===== src/shared/sync_ctrl_pkg.sv =====
package sync_ctrl_pkg;
  // Register offsets
  localparam logic [7:0] CLAMP_PLACE_ADDR  = 8'h05;
  localparam logic [7:0] CLAMP_DUR_ADDR    = 8'h06;
  localparam logic [7:0] SYNC_SRC_ADDR     = 8'h0e;
  localparam logic [7:0] CLAMP_COAST_ADDR  = 8'h0f;
  localparam logic [7:0] SLICER_ADDR       = 8'h10;
  localparam logic [7:0] SEP_COUNT_ADDR    = 8'h11;
  localparam logic [7:0] HOLD_LEAD_ADDR    = 8'h12;
  localparam logic [7:0] HOLD_TRAIL_ADDR   = 8'h13;
  localparam logic [7:0] SYNC_STATUS_ADDR  = 8'h14;

  // Values after reset
  localparam logic [7:0] CLAMP_PLACE_RST   = 8'h08;
  localparam logic [7:0] CLAMP_DUR_RST     = 8'h14;
  localparam logic [7:0] SYNC_SRC_RST      = 8'h40;
  localparam logic [7:0] CLAMP_COAST_RST   = 8'h4e;
  localparam logic [7:0] SLICER_RST        = 8'h78;
  localparam logic [7:0] SEP_COUNT_RST     = 8'h20;
  localparam logic [7:0] HOLD_LEAD_RST     = 8'h00;
  localparam logic [7:0] HOLD_TRAIL_RST    = 8'h00;

  // Separator tick derived from the pixel clock
  localparam int         MCLK_HZ           = 250000000;
  localparam int         SEP_CLK_HZ        = 5000000;
  localparam int         SEP_DIV_INT       = MCLK_HZ / SEP_CLK_HZ;
  localparam logic [5:0] SEP_DIV           = 6'(SEP_DIV_INT - 1);

  // Sync pin indices in the synchroniser vector
  localparam int         PIN_HS            = 0;
  localparam int         PIN_SOG           = 1;
  localparam int         PIN_VS            = 2;
  localparam int         PIN_COAST         = 3;
  localparam int         PIN_CLAMP         = 4;
  localparam int         PIN_COUNT         = 5;

  typedef struct packed {
    logic hs_pol_ovr;
    logic hs_pol;
    logic hs_out_pol;
    logic hs_ovr;
    logic hs_sel;
    logic vs_no_invert;
    logic vs_ovr;
    logic vs_sel;
  } sync_src_s;

  typedef struct packed {
    logic clamp_ext;
    logic clamp_pol;
    logic coast_src;
    logic coast_pol_ovr;
    logic hold_polarity_bit;
    logic seek_allow;
    logic power_down_bit;
    logic spare;
  } clamp_coast_s;

  typedef enum logic [1:0] {
    CLAMP_IDLE = 2'b00,
    CLAMP_WAIT = 2'b01,
    CLAMP_ON   = 2'b11
  } clamp_state_e;
endpackage


===== src/hw/sync_source_coast_clamp_ctrl.sv =====
`timescale 1ns/1ps
// Notes on behaviour
// - Horizontal override bit forces select-bit source
// - Select: 0 dedicated pin, 1 sync-on-green
// - Vertical output inverted at 0, passed at 1
// - Vertical override bit forces select-bit source
// - Vertical select: 0 pin, 1 separator
// - Clamp source: 0 internal counts, 1 pin
// - External clamp holds while pin active
// - Clamp polarity 1 active low, 0 high
// - Coast source: 0 pin, 1 selected vsync
// - Coast polarity override picks user polarity
// - Hold active at polarity bit level, freezes clock
// - Seek mode when allowed and no sync
// - Power-down bit 0 powers down, resets 1
// - Power-down floats sync, clock, data outputs
// - Sync logic and registers run in power-down
// - Slicer threshold five bits, resets to 15
// - Red clamp target ground or midscale
// - Blue clamp target ground or midscale
// - Separator toggles after programmed 5 MHz periods
// - With vsync as coast source, hold starts programmed lines before vsync
// - With vsync as coast source, hold extends programmed lines after vsync
// - Auto horizontal picks the lone active source
// - Auto vertical uses pin when active
// - Internal clamp delayed then lasts programmed periods
module sync_source_coast_clamp_ctrl (
  input  wire logic       mclk_i,
  input  wire logic       reset_i,
  input  wire logic       reg_we_i,
  input  wire logic [7:0] reg_addr_i,
  input  wire logic [7:0] reg_wdata_i,
  output logic      [7:0] reg_rdata_o,
  input  wire logic       hsync_pin_i,
  input  wire logic       sog_pin_i,
  input  wire logic       vsync_pin_i,
  input  wire logic       coast_pin_i,
  input  wire logic       clamp_pin_i,
  input  wire logic       hsync_activity_i,
  input  wire logic       sog_activity_i,
  input  wire logic       vsync_activity_i,
  input  wire logic       coast_pol_detected_i,
  output logic            horizontal_sync_output_o,
  output logic            vertical_sync_output_o,
  output logic            green_sync_output_o,
  output logic            outputs_oe_n_o,
  output logic            power_down_o,
  output logic            seek_mode_o,
  output logic            coast_hold_o,
  output logic            clamp_o,
  output logic            active_horizontal_source_o,
  output logic            active_vertical_source_o,
  output logic      [4:0] slicer_threshold_o,
  output logic            red_midscale_o,
  output logic            blue_midscale_o
);
  logic [7:0] clamp_place_reg, clamp_dur_reg, sync_src_reg, clamp_coast_reg;
  logic [7:0] slicer_reg, sep_count_reg, hold_lead_reg, hold_trail_reg;
  localparam int PIN_COUNT_W = sync_ctrl_pkg::PIN_COUNT;
  logic [PIN_COUNT_W-1:0] pin_meta_reg, pin_sync_reg;

  sync_ctrl_pkg::sync_src_s    src_ctl;
  sync_ctrl_pkg::clamp_coast_s cc_ctl;
  assign src_ctl = sync_ctrl_pkg::sync_src_s'(sync_src_reg);
  assign cc_ctl  = sync_ctrl_pkg::clamp_coast_s'(clamp_coast_reg);

  // Register port stays live in power-down so software can wake the part
  function automatic logic hit(input logic [7:0] a, input logic [7:0] off);
    hit = (a == off);
  endfunction

  always_ff @(posedge mclk_i) begin
    if (reset_i) begin
      clamp_place_reg <= sync_ctrl_pkg::CLAMP_PLACE_RST;
      clamp_dur_reg   <= sync_ctrl_pkg::CLAMP_DUR_RST;
      sync_src_reg    <= sync_ctrl_pkg::SYNC_SRC_RST;
      clamp_coast_reg <= sync_ctrl_pkg::CLAMP_COAST_RST;
      slicer_reg      <= sync_ctrl_pkg::SLICER_RST;
      sep_count_reg   <= sync_ctrl_pkg::SEP_COUNT_RST;
      hold_lead_reg   <= sync_ctrl_pkg::HOLD_LEAD_RST;
      hold_trail_reg  <= sync_ctrl_pkg::HOLD_TRAIL_RST;
    end else if (reg_we_i) begin
      if (hit(reg_addr_i, sync_ctrl_pkg::CLAMP_PLACE_ADDR)) clamp_place_reg <= reg_wdata_i;
      if (hit(reg_addr_i, sync_ctrl_pkg::CLAMP_DUR_ADDR))   clamp_dur_reg   <= reg_wdata_i;
      if (hit(reg_addr_i, sync_ctrl_pkg::SYNC_SRC_ADDR))    sync_src_reg    <= reg_wdata_i;
      if (hit(reg_addr_i, sync_ctrl_pkg::CLAMP_COAST_ADDR)) clamp_coast_reg <= reg_wdata_i;
      if (hit(reg_addr_i, sync_ctrl_pkg::SLICER_ADDR))      slicer_reg      <= {reg_wdata_i[7:1], 1'b0};
      if (hit(reg_addr_i, sync_ctrl_pkg::SEP_COUNT_ADDR))   sep_count_reg   <= reg_wdata_i;
      if (hit(reg_addr_i, sync_ctrl_pkg::HOLD_LEAD_ADDR))   hold_lead_reg   <= reg_wdata_i;
      if (hit(reg_addr_i, sync_ctrl_pkg::HOLD_TRAIL_ADDR))  hold_trail_reg  <= reg_wdata_i;
    end
  end

  // Two-stage synchronisers for every pin input
  genvar gi;
  generate
    for (gi = 0; gi < PIN_COUNT_W; gi++) begin : g_sync
      always_ff @(posedge mclk_i) begin
        if (reset_i) begin
          pin_meta_reg[gi] <= 1'b0;
          pin_sync_reg[gi] <= 1'b0;
        end else begin
          pin_meta_reg[gi] <= (gi == sync_ctrl_pkg::PIN_HS)    ? hsync_pin_i :
                              (gi == sync_ctrl_pkg::PIN_SOG)   ? sog_pin_i :
                              (gi == sync_ctrl_pkg::PIN_VS)    ? vsync_pin_i :
                              (gi == sync_ctrl_pkg::PIN_COAST) ? coast_pin_i : clamp_pin_i;
          pin_sync_reg[gi] <= pin_meta_reg[gi];
        end
      end
    end
  endgenerate

  wire hs_s    = pin_sync_reg[sync_ctrl_pkg::PIN_HS];
  wire sog_s   = pin_sync_reg[sync_ctrl_pkg::PIN_SOG];
  wire vs_s    = pin_sync_reg[sync_ctrl_pkg::PIN_VS];
  wire coast_s = pin_sync_reg[sync_ctrl_pkg::PIN_COAST];
  wire clamp_s = pin_sync_reg[sync_ctrl_pkg::PIN_CLAMP];

  // Horizontal source choice
  wire hs_only   = hsync_activity_i & ~sog_activity_i;
  wire sog_only  = sog_activity_i & ~hsync_activity_i;
  wire ahs_auto  = sog_only ? 1'b1 : (hs_only ? 1'b0 : src_ctl.hs_sel);
  wire ahs_next  = src_ctl.hs_ovr ? src_ctl.hs_sel : ahs_auto;
  wire hs_sel_s  = ahs_next ? sog_s : hs_s;

  // Sync separator on a 5 MHz enable
  logic [5:0] sep_div_reg;
  logic [7:0] sep_cnt_reg;
  logic       sep_out_reg;
  wire        sep_tick  = (sep_div_reg == sync_ctrl_pkg::SEP_DIV);
  wire [8:0]  sep_cnt_1 = {1'b0, sep_cnt_reg} + 9'h001;
  wire        sep_fire  = sep_tick & (hs_sel_s != sep_out_reg) & (sep_cnt_1 >= {1'b0, sep_count_reg});

  always_ff @(posedge mclk_i) begin
    if (reset_i) begin
      sep_div_reg <= 6'h00;
      sep_cnt_reg <= 8'h00;
      sep_out_reg <= 1'b0;
    end else begin
      sep_div_reg <= sep_tick ? 6'h00 : sep_div_reg + 6'h01;
      if (hs_sel_s == sep_out_reg) begin
        sep_cnt_reg <= 8'h00;
      end else if (sep_fire) begin
        sep_cnt_reg <= 8'h00;
        sep_out_reg <= ~sep_out_reg;
      end else if (sep_tick) begin
        sep_cnt_reg <= sep_cnt_1[7:0];
      end
    end
  end

  // Vertical source choice
  wire avs_auto  = ~vsync_activity_i;
  wire avs_next  = src_ctl.vs_ovr ? src_ctl.vs_sel : avs_auto;
  wire vs_src    = avs_next ? sep_out_reg : vs_s;
  wire vs_out    = src_ctl.vs_no_invert ? vs_src : ~vs_src;

  // Edge pulses of the selected syncs, taken as active high
  logic hs_d_reg, vs_d_reg;
  wire  hs_lead  = hs_sel_s & ~hs_d_reg;
  wire  hs_trail = ~hs_sel_s & hs_d_reg;
  wire  vs_lead  = vs_src & ~vs_d_reg;
  wire  vs_trail = ~vs_src & vs_d_reg;

  // Lines per frame learnt from the previous frame, so pre-hold can anticipate vsync
  logic [11:0] line_cnt_reg, frame_len_reg;
  logic [7:0]  post_cnt_reg;
  wire  [12:0] lead_sum  = {1'b0, line_cnt_reg} + {5'h00, hold_lead_reg};
  wire         pre_hold  = (hold_lead_reg != 8'h00) & (frame_len_reg != 12'h000) &
                           (lead_sum >= {1'b0, frame_len_reg});
  wire         post_hold = (post_cnt_reg != 8'h00);

  always_ff @(posedge mclk_i) begin
    if (reset_i) begin
      hs_d_reg      <= 1'b0;
      vs_d_reg      <= 1'b0;
      line_cnt_reg  <= 12'h000;
      frame_len_reg <= 12'h000;
      post_cnt_reg  <= 8'h00;
    end else begin
      hs_d_reg <= hs_sel_s;
      vs_d_reg <= vs_src;
      if (vs_lead) begin
        line_cnt_reg  <= 12'h000;
        frame_len_reg <= line_cnt_reg;
      end else if (hs_lead && line_cnt_reg != 12'hfff) begin
        line_cnt_reg <= line_cnt_reg + 12'h001;
      end
      if (vs_trail) begin
        post_cnt_reg <= hold_trail_reg;
      end else if (hs_lead && post_hold) begin
        post_cnt_reg <= post_cnt_reg - 8'h01;
      end
    end
  end

  // Hold (coast) generation
  wire coast_raw  = cc_ctl.coast_src ? vs_src : coast_s;
  wire coast_pol  = cc_ctl.coast_pol_ovr ? cc_ctl.hold_polarity_bit : coast_pol_detected_i;
  wire hold_base  = (coast_raw == coast_pol);
  wire post_start = vs_trail & (hold_trail_reg != 8'h00);
  wire hold_next  = hold_base | (cc_ctl.coast_src & (pre_hold | post_hold | post_start));

  // Internal clamp sequencer counted from the hsync trailing edge
  sync_ctrl_pkg::clamp_state_e clamp_st_reg, clamp_st_next;
  logic [7:0] clamp_cnt_reg, clamp_cnt_next;
  wire        cnt_last = (clamp_cnt_reg <= 8'h01);

  always_comb begin
    clamp_st_next  = clamp_st_reg;
    clamp_cnt_next = clamp_cnt_reg;
    case (clamp_st_reg)
      sync_ctrl_pkg::CLAMP_IDLE: begin
        if (hs_trail) begin
          clamp_st_next  = sync_ctrl_pkg::CLAMP_WAIT;
          clamp_cnt_next = clamp_place_reg;
        end
      end
      sync_ctrl_pkg::CLAMP_WAIT: begin
        clamp_cnt_next = clamp_cnt_reg - 8'h01;
        if (cnt_last) begin
          clamp_st_next  = sync_ctrl_pkg::CLAMP_ON;
          clamp_cnt_next = clamp_dur_reg;
        end
      end
      sync_ctrl_pkg::CLAMP_ON: begin
        clamp_cnt_next = clamp_cnt_reg - 8'h01;
        if (cnt_last) begin
          clamp_st_next = sync_ctrl_pkg::CLAMP_IDLE;
        end
      end
      default: begin
        clamp_st_next  = sync_ctrl_pkg::CLAMP_IDLE;
        clamp_cnt_next = 8'h00;
      end
    endcase
  end

  wire ext_clamp  = clamp_s ^ cc_ctl.clamp_pol;
  wire clamp_next = cc_ctl.clamp_ext ? ext_clamp : (clamp_st_reg == sync_ctrl_pkg::CLAMP_ON);
  wire no_sync    = ~(hsync_activity_i | sog_activity_i | vsync_activity_i);

  // Read mux, status at its own offset, unmapped reads zero
  logic [7:0] rdata_next;
  always_comb begin
    case (reg_addr_i)
      sync_ctrl_pkg::CLAMP_PLACE_ADDR:  rdata_next = clamp_place_reg;
      sync_ctrl_pkg::CLAMP_DUR_ADDR:    rdata_next = clamp_dur_reg;
      sync_ctrl_pkg::SYNC_SRC_ADDR:     rdata_next = sync_src_reg;
      sync_ctrl_pkg::CLAMP_COAST_ADDR:  rdata_next = clamp_coast_reg;
      sync_ctrl_pkg::SLICER_ADDR:       rdata_next = slicer_reg;
      sync_ctrl_pkg::SEP_COUNT_ADDR:    rdata_next = sep_count_reg;
      sync_ctrl_pkg::HOLD_LEAD_ADDR:    rdata_next = hold_lead_reg;
      sync_ctrl_pkg::HOLD_TRAIL_ADDR:   rdata_next = hold_trail_reg;
      sync_ctrl_pkg::SYNC_STATUS_ADDR:  rdata_next = {hsync_activity_i, active_horizontal_source_o, 1'b0,
                                                      vsync_activity_i, active_vertical_source_o, 1'b0,
                                                      sog_activity_i, 1'b0};
      default:                          rdata_next = 8'h00;
    endcase
  end

  always_ff @(posedge mclk_i) begin
    if (reset_i) begin
      clamp_st_reg               <= sync_ctrl_pkg::CLAMP_IDLE;
      clamp_cnt_reg              <= 8'h00;
      reg_rdata_o                <= 8'h00;
      horizontal_sync_output_o   <= 1'b0;
      vertical_sync_output_o     <= 1'b0;
      green_sync_output_o        <= 1'b0;
      outputs_oe_n_o             <= 1'b0;
      power_down_o               <= 1'b0;
      seek_mode_o                <= 1'b0;
      coast_hold_o               <= 1'b0;
      clamp_o                    <= 1'b0;
      active_horizontal_source_o <= 1'b0;
      active_vertical_source_o   <= 1'b0;
    end else begin
      clamp_st_reg               <= clamp_st_next;
      clamp_cnt_reg              <= clamp_cnt_next;
      reg_rdata_o                <= rdata_next;
      horizontal_sync_output_o   <= hs_sel_s;
      vertical_sync_output_o     <= vs_out;
      green_sync_output_o        <= sog_s;
      outputs_oe_n_o             <= ~cc_ctl.power_down_bit;
      power_down_o               <= ~cc_ctl.power_down_bit;
      seek_mode_o                <= cc_ctl.seek_allow & no_sync;
      coast_hold_o               <= hold_next;
      clamp_o                    <= clamp_next;
      active_horizontal_source_o <= ahs_next;
      active_vertical_source_o   <= avs_next;
    end
  end

  assign slicer_threshold_o = slicer_reg[7:3];
  assign red_midscale_o     = slicer_reg[2];
  assign blue_midscale_o    = slicer_reg[1];

  a_reset_values: assert property (@(posedge mclk_i) reset_i |=>
    (slicer_reg == 8'h78) && (sep_count_reg == 8'h20) && (clamp_coast_reg == 8'h4e) && (sync_src_reg == 8'h40))
    else $error("register reset values wrong");
  a_hsel_override: assert property (@(posedge mclk_i) disable iff (reset_i)
    src_ctl.hs_ovr |=> (active_horizontal_source_o == $past(src_ctl.hs_sel)))
    else $error("horizontal override not obeyed");
  a_hsel_auto: assert property (@(posedge mclk_i) disable iff (reset_i)
    (!src_ctl.hs_ovr && sog_only) |=> active_horizontal_source_o)
    else $error("lone green sync not chosen");
  a_vsel_auto: assert property (@(posedge mclk_i) disable iff (reset_i)
    (!src_ctl.vs_ovr && vsync_activity_i) |=> !active_vertical_source_o)
    else $error("active vsync pin not chosen");
  a_ext_clamp_on: assert property (@(posedge mclk_i) disable iff (reset_i)
    (cc_ctl.clamp_ext && cc_ctl.clamp_pol && !clamp_s) |=> clamp_o)
    else $error("active low clamp pin not followed");
  a_int_clamp_start: assert property (@(posedge mclk_i) disable iff (reset_i)
    (clamp_st_reg == sync_ctrl_pkg::CLAMP_WAIT && cnt_last) |=> (clamp_st_reg == sync_ctrl_pkg::CLAMP_ON))
    else $error("internal clamp did not start");
  a_int_clamp_drive: assert property (@(posedge mclk_i) disable iff (reset_i)
    (!cc_ctl.clamp_ext && clamp_st_reg == sync_ctrl_pkg::CLAMP_IDLE) |=> !clamp_o)
    else $error("clamp active while sequencer idle");
  a_power_float: assert property (@(posedge mclk_i) disable iff (reset_i)
    !cc_ctl.power_down_bit |=> (outputs_oe_n_o && power_down_o))
    else $error("outputs driven in power-down");
  a_seek_entry: assert property (@(posedge mclk_i) disable iff (reset_i)
    (!cc_ctl.seek_allow) |=> !seek_mode_o)
    else $error("seek entered while disallowed");
  a_sep_toggle: assert property (@(posedge mclk_i) disable iff (reset_i)
    sep_fire |=> (sep_out_reg != $past(sep_out_reg)) ##1 (sep_out_reg == $past(sep_out_reg)))
    else $error("separator toggle wrong");
  a_post_hold: assert property (@(posedge mclk_i) disable iff (reset_i)
    (cc_ctl.coast_src && post_hold) |=> coast_hold_o)
    else $error("post hold missing");

  c_int_clamp: cover property (@(posedge mclk_i) disable iff (reset_i) $rose(clamp_o) && !cc_ctl.clamp_ext);
  c_sep_toggle: cover property (@(posedge mclk_i) disable iff (reset_i) sep_fire);
  c_pre_hold: cover property (@(posedge mclk_i) disable iff (reset_i) pre_hold && cc_ctl.coast_src);
endmodule


===== config.mk =====
export PLATFORM = sky130hd
export DESIGN_NAME = sync_source_coast_clamp_ctrl
export DESIGN_NICKNAME = d
export VERILOG_FILES = /design/src/shared/sync_ctrl_pkg.sv /design/src/hw/sync_source_coast_clamp_ctrl.sv
export SDC_FILE = /design/constraint.sdc
export NUM_CORES = 1
export LEC_CHECK = 0
export BUFFER_PORTS_ARGS = -buffer_cell sky130_fd_sc_hd__buf_2
export CAP_MARGIN = 20
export CORE_ASPECT_RATIO = 1.4
export CORE_MARGIN = 5
export CORE_UTILIZATION = 61
export DETAILED_ROUTE_END_ITERATION = 10
export PLACE_DENSITY = 0.86
export SYNTH_ARGS = -nofsm -noshare
export SYNTH_HDL_FRONTEND = slang
export SYNTH_SLANG_ARGS = --single-unit

===== constraint.sdc =====
create_clock -name mclk_i -period 2.98 [get_ports mclk_i]
set_input_delay 0.596 -clock mclk_i [delete_from_list [all_inputs] [get_ports mclk_i]]
set_output_delay 0.596 -clock mclk_i [all_outputs]
set_load 0.05 [all_outputs]

==> impl_results.md <==
* Vias post-DR at roughly 7000
* Detailed-route vias per instance at roughly 6.4
* RR Startpoint: line_cnt_reg[1]
* RePlAce Congestion at around 0.95
* Worst path arrival time at 3.23 ns
* Syn_area_per_cell at 8.81 um^2
* Final worst-path cycle share at 0.982
* Crit. End Element: register
* Layout cells sized above 1 at 0.163
* Worst-margin pin slew at 0.838 ns
* Clock Latency Late Sink at roughly 0.42 ns
* CP Launch Type: register
* Worst Path Required at ~3.3 ns
* Initial antenna violation count at 0
* Chip Width at 104 um
* Cell count after placement at 1048
* Outcome: complete, no violations
* Final setup TNS at 0 ns
* Tot Pwr at 0.00452 W
* DRC errors left at 0
* DR WL/cell at a little under 20 um
* Max Fclk at 342 MHz
* N_diodes at 0
* Io pins at 53
* Fin crit period at ~2.9 ns
* CTS tree: built
* Final worst slack at between 0.05 and 0.06 ns
* Final setup fails at 0
* Vert. Die Dim at 142 um
* Area delta synth->final at 15.3%
* EDFF count, synth at 0
* Distinct cells, synth at 67
* Setup Skew at roughly 0.0060 ns
* Drt initial violations at approximately 750
* Synth Flop Type: dfxtp_1
* Fill cells at roughly 870
* Hold Path End: pin_meta_reg[2]
* Post-DP HPWL at 14.7 mm
* HP Class: primary input to register
* Initial core utilization at 0.617
* Routed Antenna Nets at 0
* Final cell count without fillers at roughly 1100
* Largest net degree at the start of global routing at 80
* Core Util, Final at 0.711
* DP Worst Slack at 0.0648 ns
* Register area at roughly 0.0030 mm^2
* Multi-input logic area at between 0.004 and 0.005 mm^2
* Peak VDD IR at between 0.3 and 0.4 mV
* Max_cap viols at 0
* R2R setup slack at approximately 0.054 ns
* Worst r2r dst: coast_hold_o
* First-pass GRT wire length at 34.0 mm
* Max Slew Vio Count at 0
* Die area at between 0.01 and 0.015 mm^2
* CTS sink count at approximately 150
* RSZ-0062 raised after global routing: true
* CP Max Fanout at 2
* Synthesized Nets at between 900 and 1000
* Post-synth ARST share at 0
* Final Hold Viols at 0
* CTS root buffer: clkbuf_16
* Min-Delay Startpoint: vsync_pin_i
* Crit Path Category: register to register
* Cell Area, Synth at about 0.0076 mm^2
* Ys Warns at 0
* Vias in the first global route at 6712
* Max clock buf depth at 2
* CTS H-tree lvls at 4
* Core area at 0.0123 mm^2
* Relative slew slack at 0.437
* FF-to-FF path depth at 15
* Hold depth at 2
* P per Cell Area at between 500 and 600 mW/mm^2
* Std cell rows at 48
* Post-layout nets at approximately 980
* GR Overflow Total at 0
* TritonCTS buffer count at 17
* Post-Synthesis Cells at between 800 and 900
* Leak Pwr at approximately 3.6 nW
* Seq cells post-synth at ~150
* Pre-antenna DRT Iters at 8
* Clk pin slew, worst setup/hold paths at around 0.060 ns
* All-Layer GR Usage at 0.287
* Port Buffer Count at 52
* Seq/Total Area, Yosys at 0.392
* DRT Wirelength at approximately 21 mm
-- routing by layer --
metal | GRT usage | wire (um) | share of wire | up-vias
met2 | 0.506 | 10800 | 0.51 | 361
met3 | 0.0537 | 1490 | 0.070 | 101
met1 | 0.318 | 7630 | 0.36 | 3234
met5 | 0 | 0 | 0 | -
met4 | 0.177 | 1460 | 0.068 | 0
li1 | - | - | - | 3178
-- worst max-delay path by stage --
stage / cells past startpoint / startpoint / slack [ns] / end
after CTS: 15 / hold_lead_reg[1] / 0.03 / coast_hold_o
after floorplan: 14 / line_cnt_reg[1] / 0.27 / coast_hold_o
after detailed placement: 14 / line_cnt_reg[0] / 0.06 / coast_hold_o
after global placement: 15 / hold_lead_reg[1] / 0.16 / coast_hold_o
final: 15 / line_cnt_reg[1] / 0.05 / coast_hold_o
after global routing: 15 / line_cnt_reg[1] / -0.09 / coast_hold_o
-- report_power, final --
part           internal, W  total (W)  switching, W
Sequential         0.00201    0.00203     0.0000279
Clock              0.00134    0.00216      0.000815
Combinational     0.000120   0.000326      0.000206
-- cells in the final DEF, fill, tap and decap left out, drive strengths merged, types with 4 or more instances in the layout --
cell,n
xnor2,20
nand2b,9
o21ai,34
buf,87
nand4,4
nor2,105
ha,35
a21o,7
nor4,10
o211ai,5
nand2,70
a31oi,8
and2,5
a222oi,13
o22a,6
mux2i,58
inv,39
a211oi,10
xor2,24
nand3,32
clkbuf,20
o2111ai,6
dfxtp,148
nor2b,22
mux4,7
a21oi,61
clkinv,4
nor3,25
or4,4
and3,10
-- area by class of cell --
cell class | instances | area share
Inverter | 39 | 0.0168
Multi-Input combinational cell | 625 | 0.492
Timing Repair Buffer | 87 | 0.0615
Sequential cell | 148 | 0.340
Clock inverter | 10 | 0.0152
Clock buffer | 20 | 0.0524
Tap cell | 150 | 0.0215
-- stage by stage --
step / instance area, um^2 / hold slack (ns)
floorplan: 7550 / 0.412
global placement: 8080 / 0.420
detailed placement: 8080 / 0.423
CTS: 8670 / 0.383
global route: 8710 / 0.393
finish: 8710 / 0.386
-- logic make-up (layout without fill, tap and decap cells) --
group,after synthesis,count (layout),share of synthesized area
adders and majority gates,36,36,0.0606
and+or+nand+nor,308,308,0.200
DFF,148,148,0.392
xor gates and xnor gates,44,44,0.0510
muxes,67,67,0.101
buffers and inverters,85,156,0.0446
AOI/OAI and AO/OA,170,170,0.151
-- Yosys cell counts (all sizes together) (20+ instances only) --
| cell type | count | area share |
|---|---|---|
| a21oi | 61 | 0.041 |
| buf | 21 | 0.013 |
| clkbuf | 25 | 0.012 |
| dfxtp | 148 | 0.39 |
| ha | 35 | 0.058 |
| inv | 39 | 0.019 |
| mux2i | 58 | 0.077 |
| nand2 | 70 | 0.035 |
| nand3 | 32 | 0.021 |
| nor2 | 105 | 0.053 |
| nor2b | 22 | 0.018 |
| nor3 | 25 | 0.019 |
| o21ai | 34 | 0.025 |
| xnor2 | 20 | 0.023 |
| xor2 | 24 | 0.028 |
-- timing repair --
item,4_1_cts,5_1_grt
buffers inserted,0,1
pin swaps,0,12
hold buffers,0,0
endpoints found under the setup margin,1,1
gates resized for setup,1,9
-- worst max-delay path, cell delays in order, from the launching register on --
cell and delay (ns):
dfxtp_2 0.34, ha_4 0.25, a21o_1 0.13, a21oi_2 0.07
o21a_1 0.22, o41ai_2 0.33, buf_4 0.17, nand2_2 0.05
xnor2_1 0.14, ha_1 0.33, a21o_1 0.19, a21o_1 0.17
a21oi_2 0.11, o21ai_1 0.07, o21ai_1 0.15, a21oi_1 0.08
No activity file was read; power rests on OpenSTA's default activity.
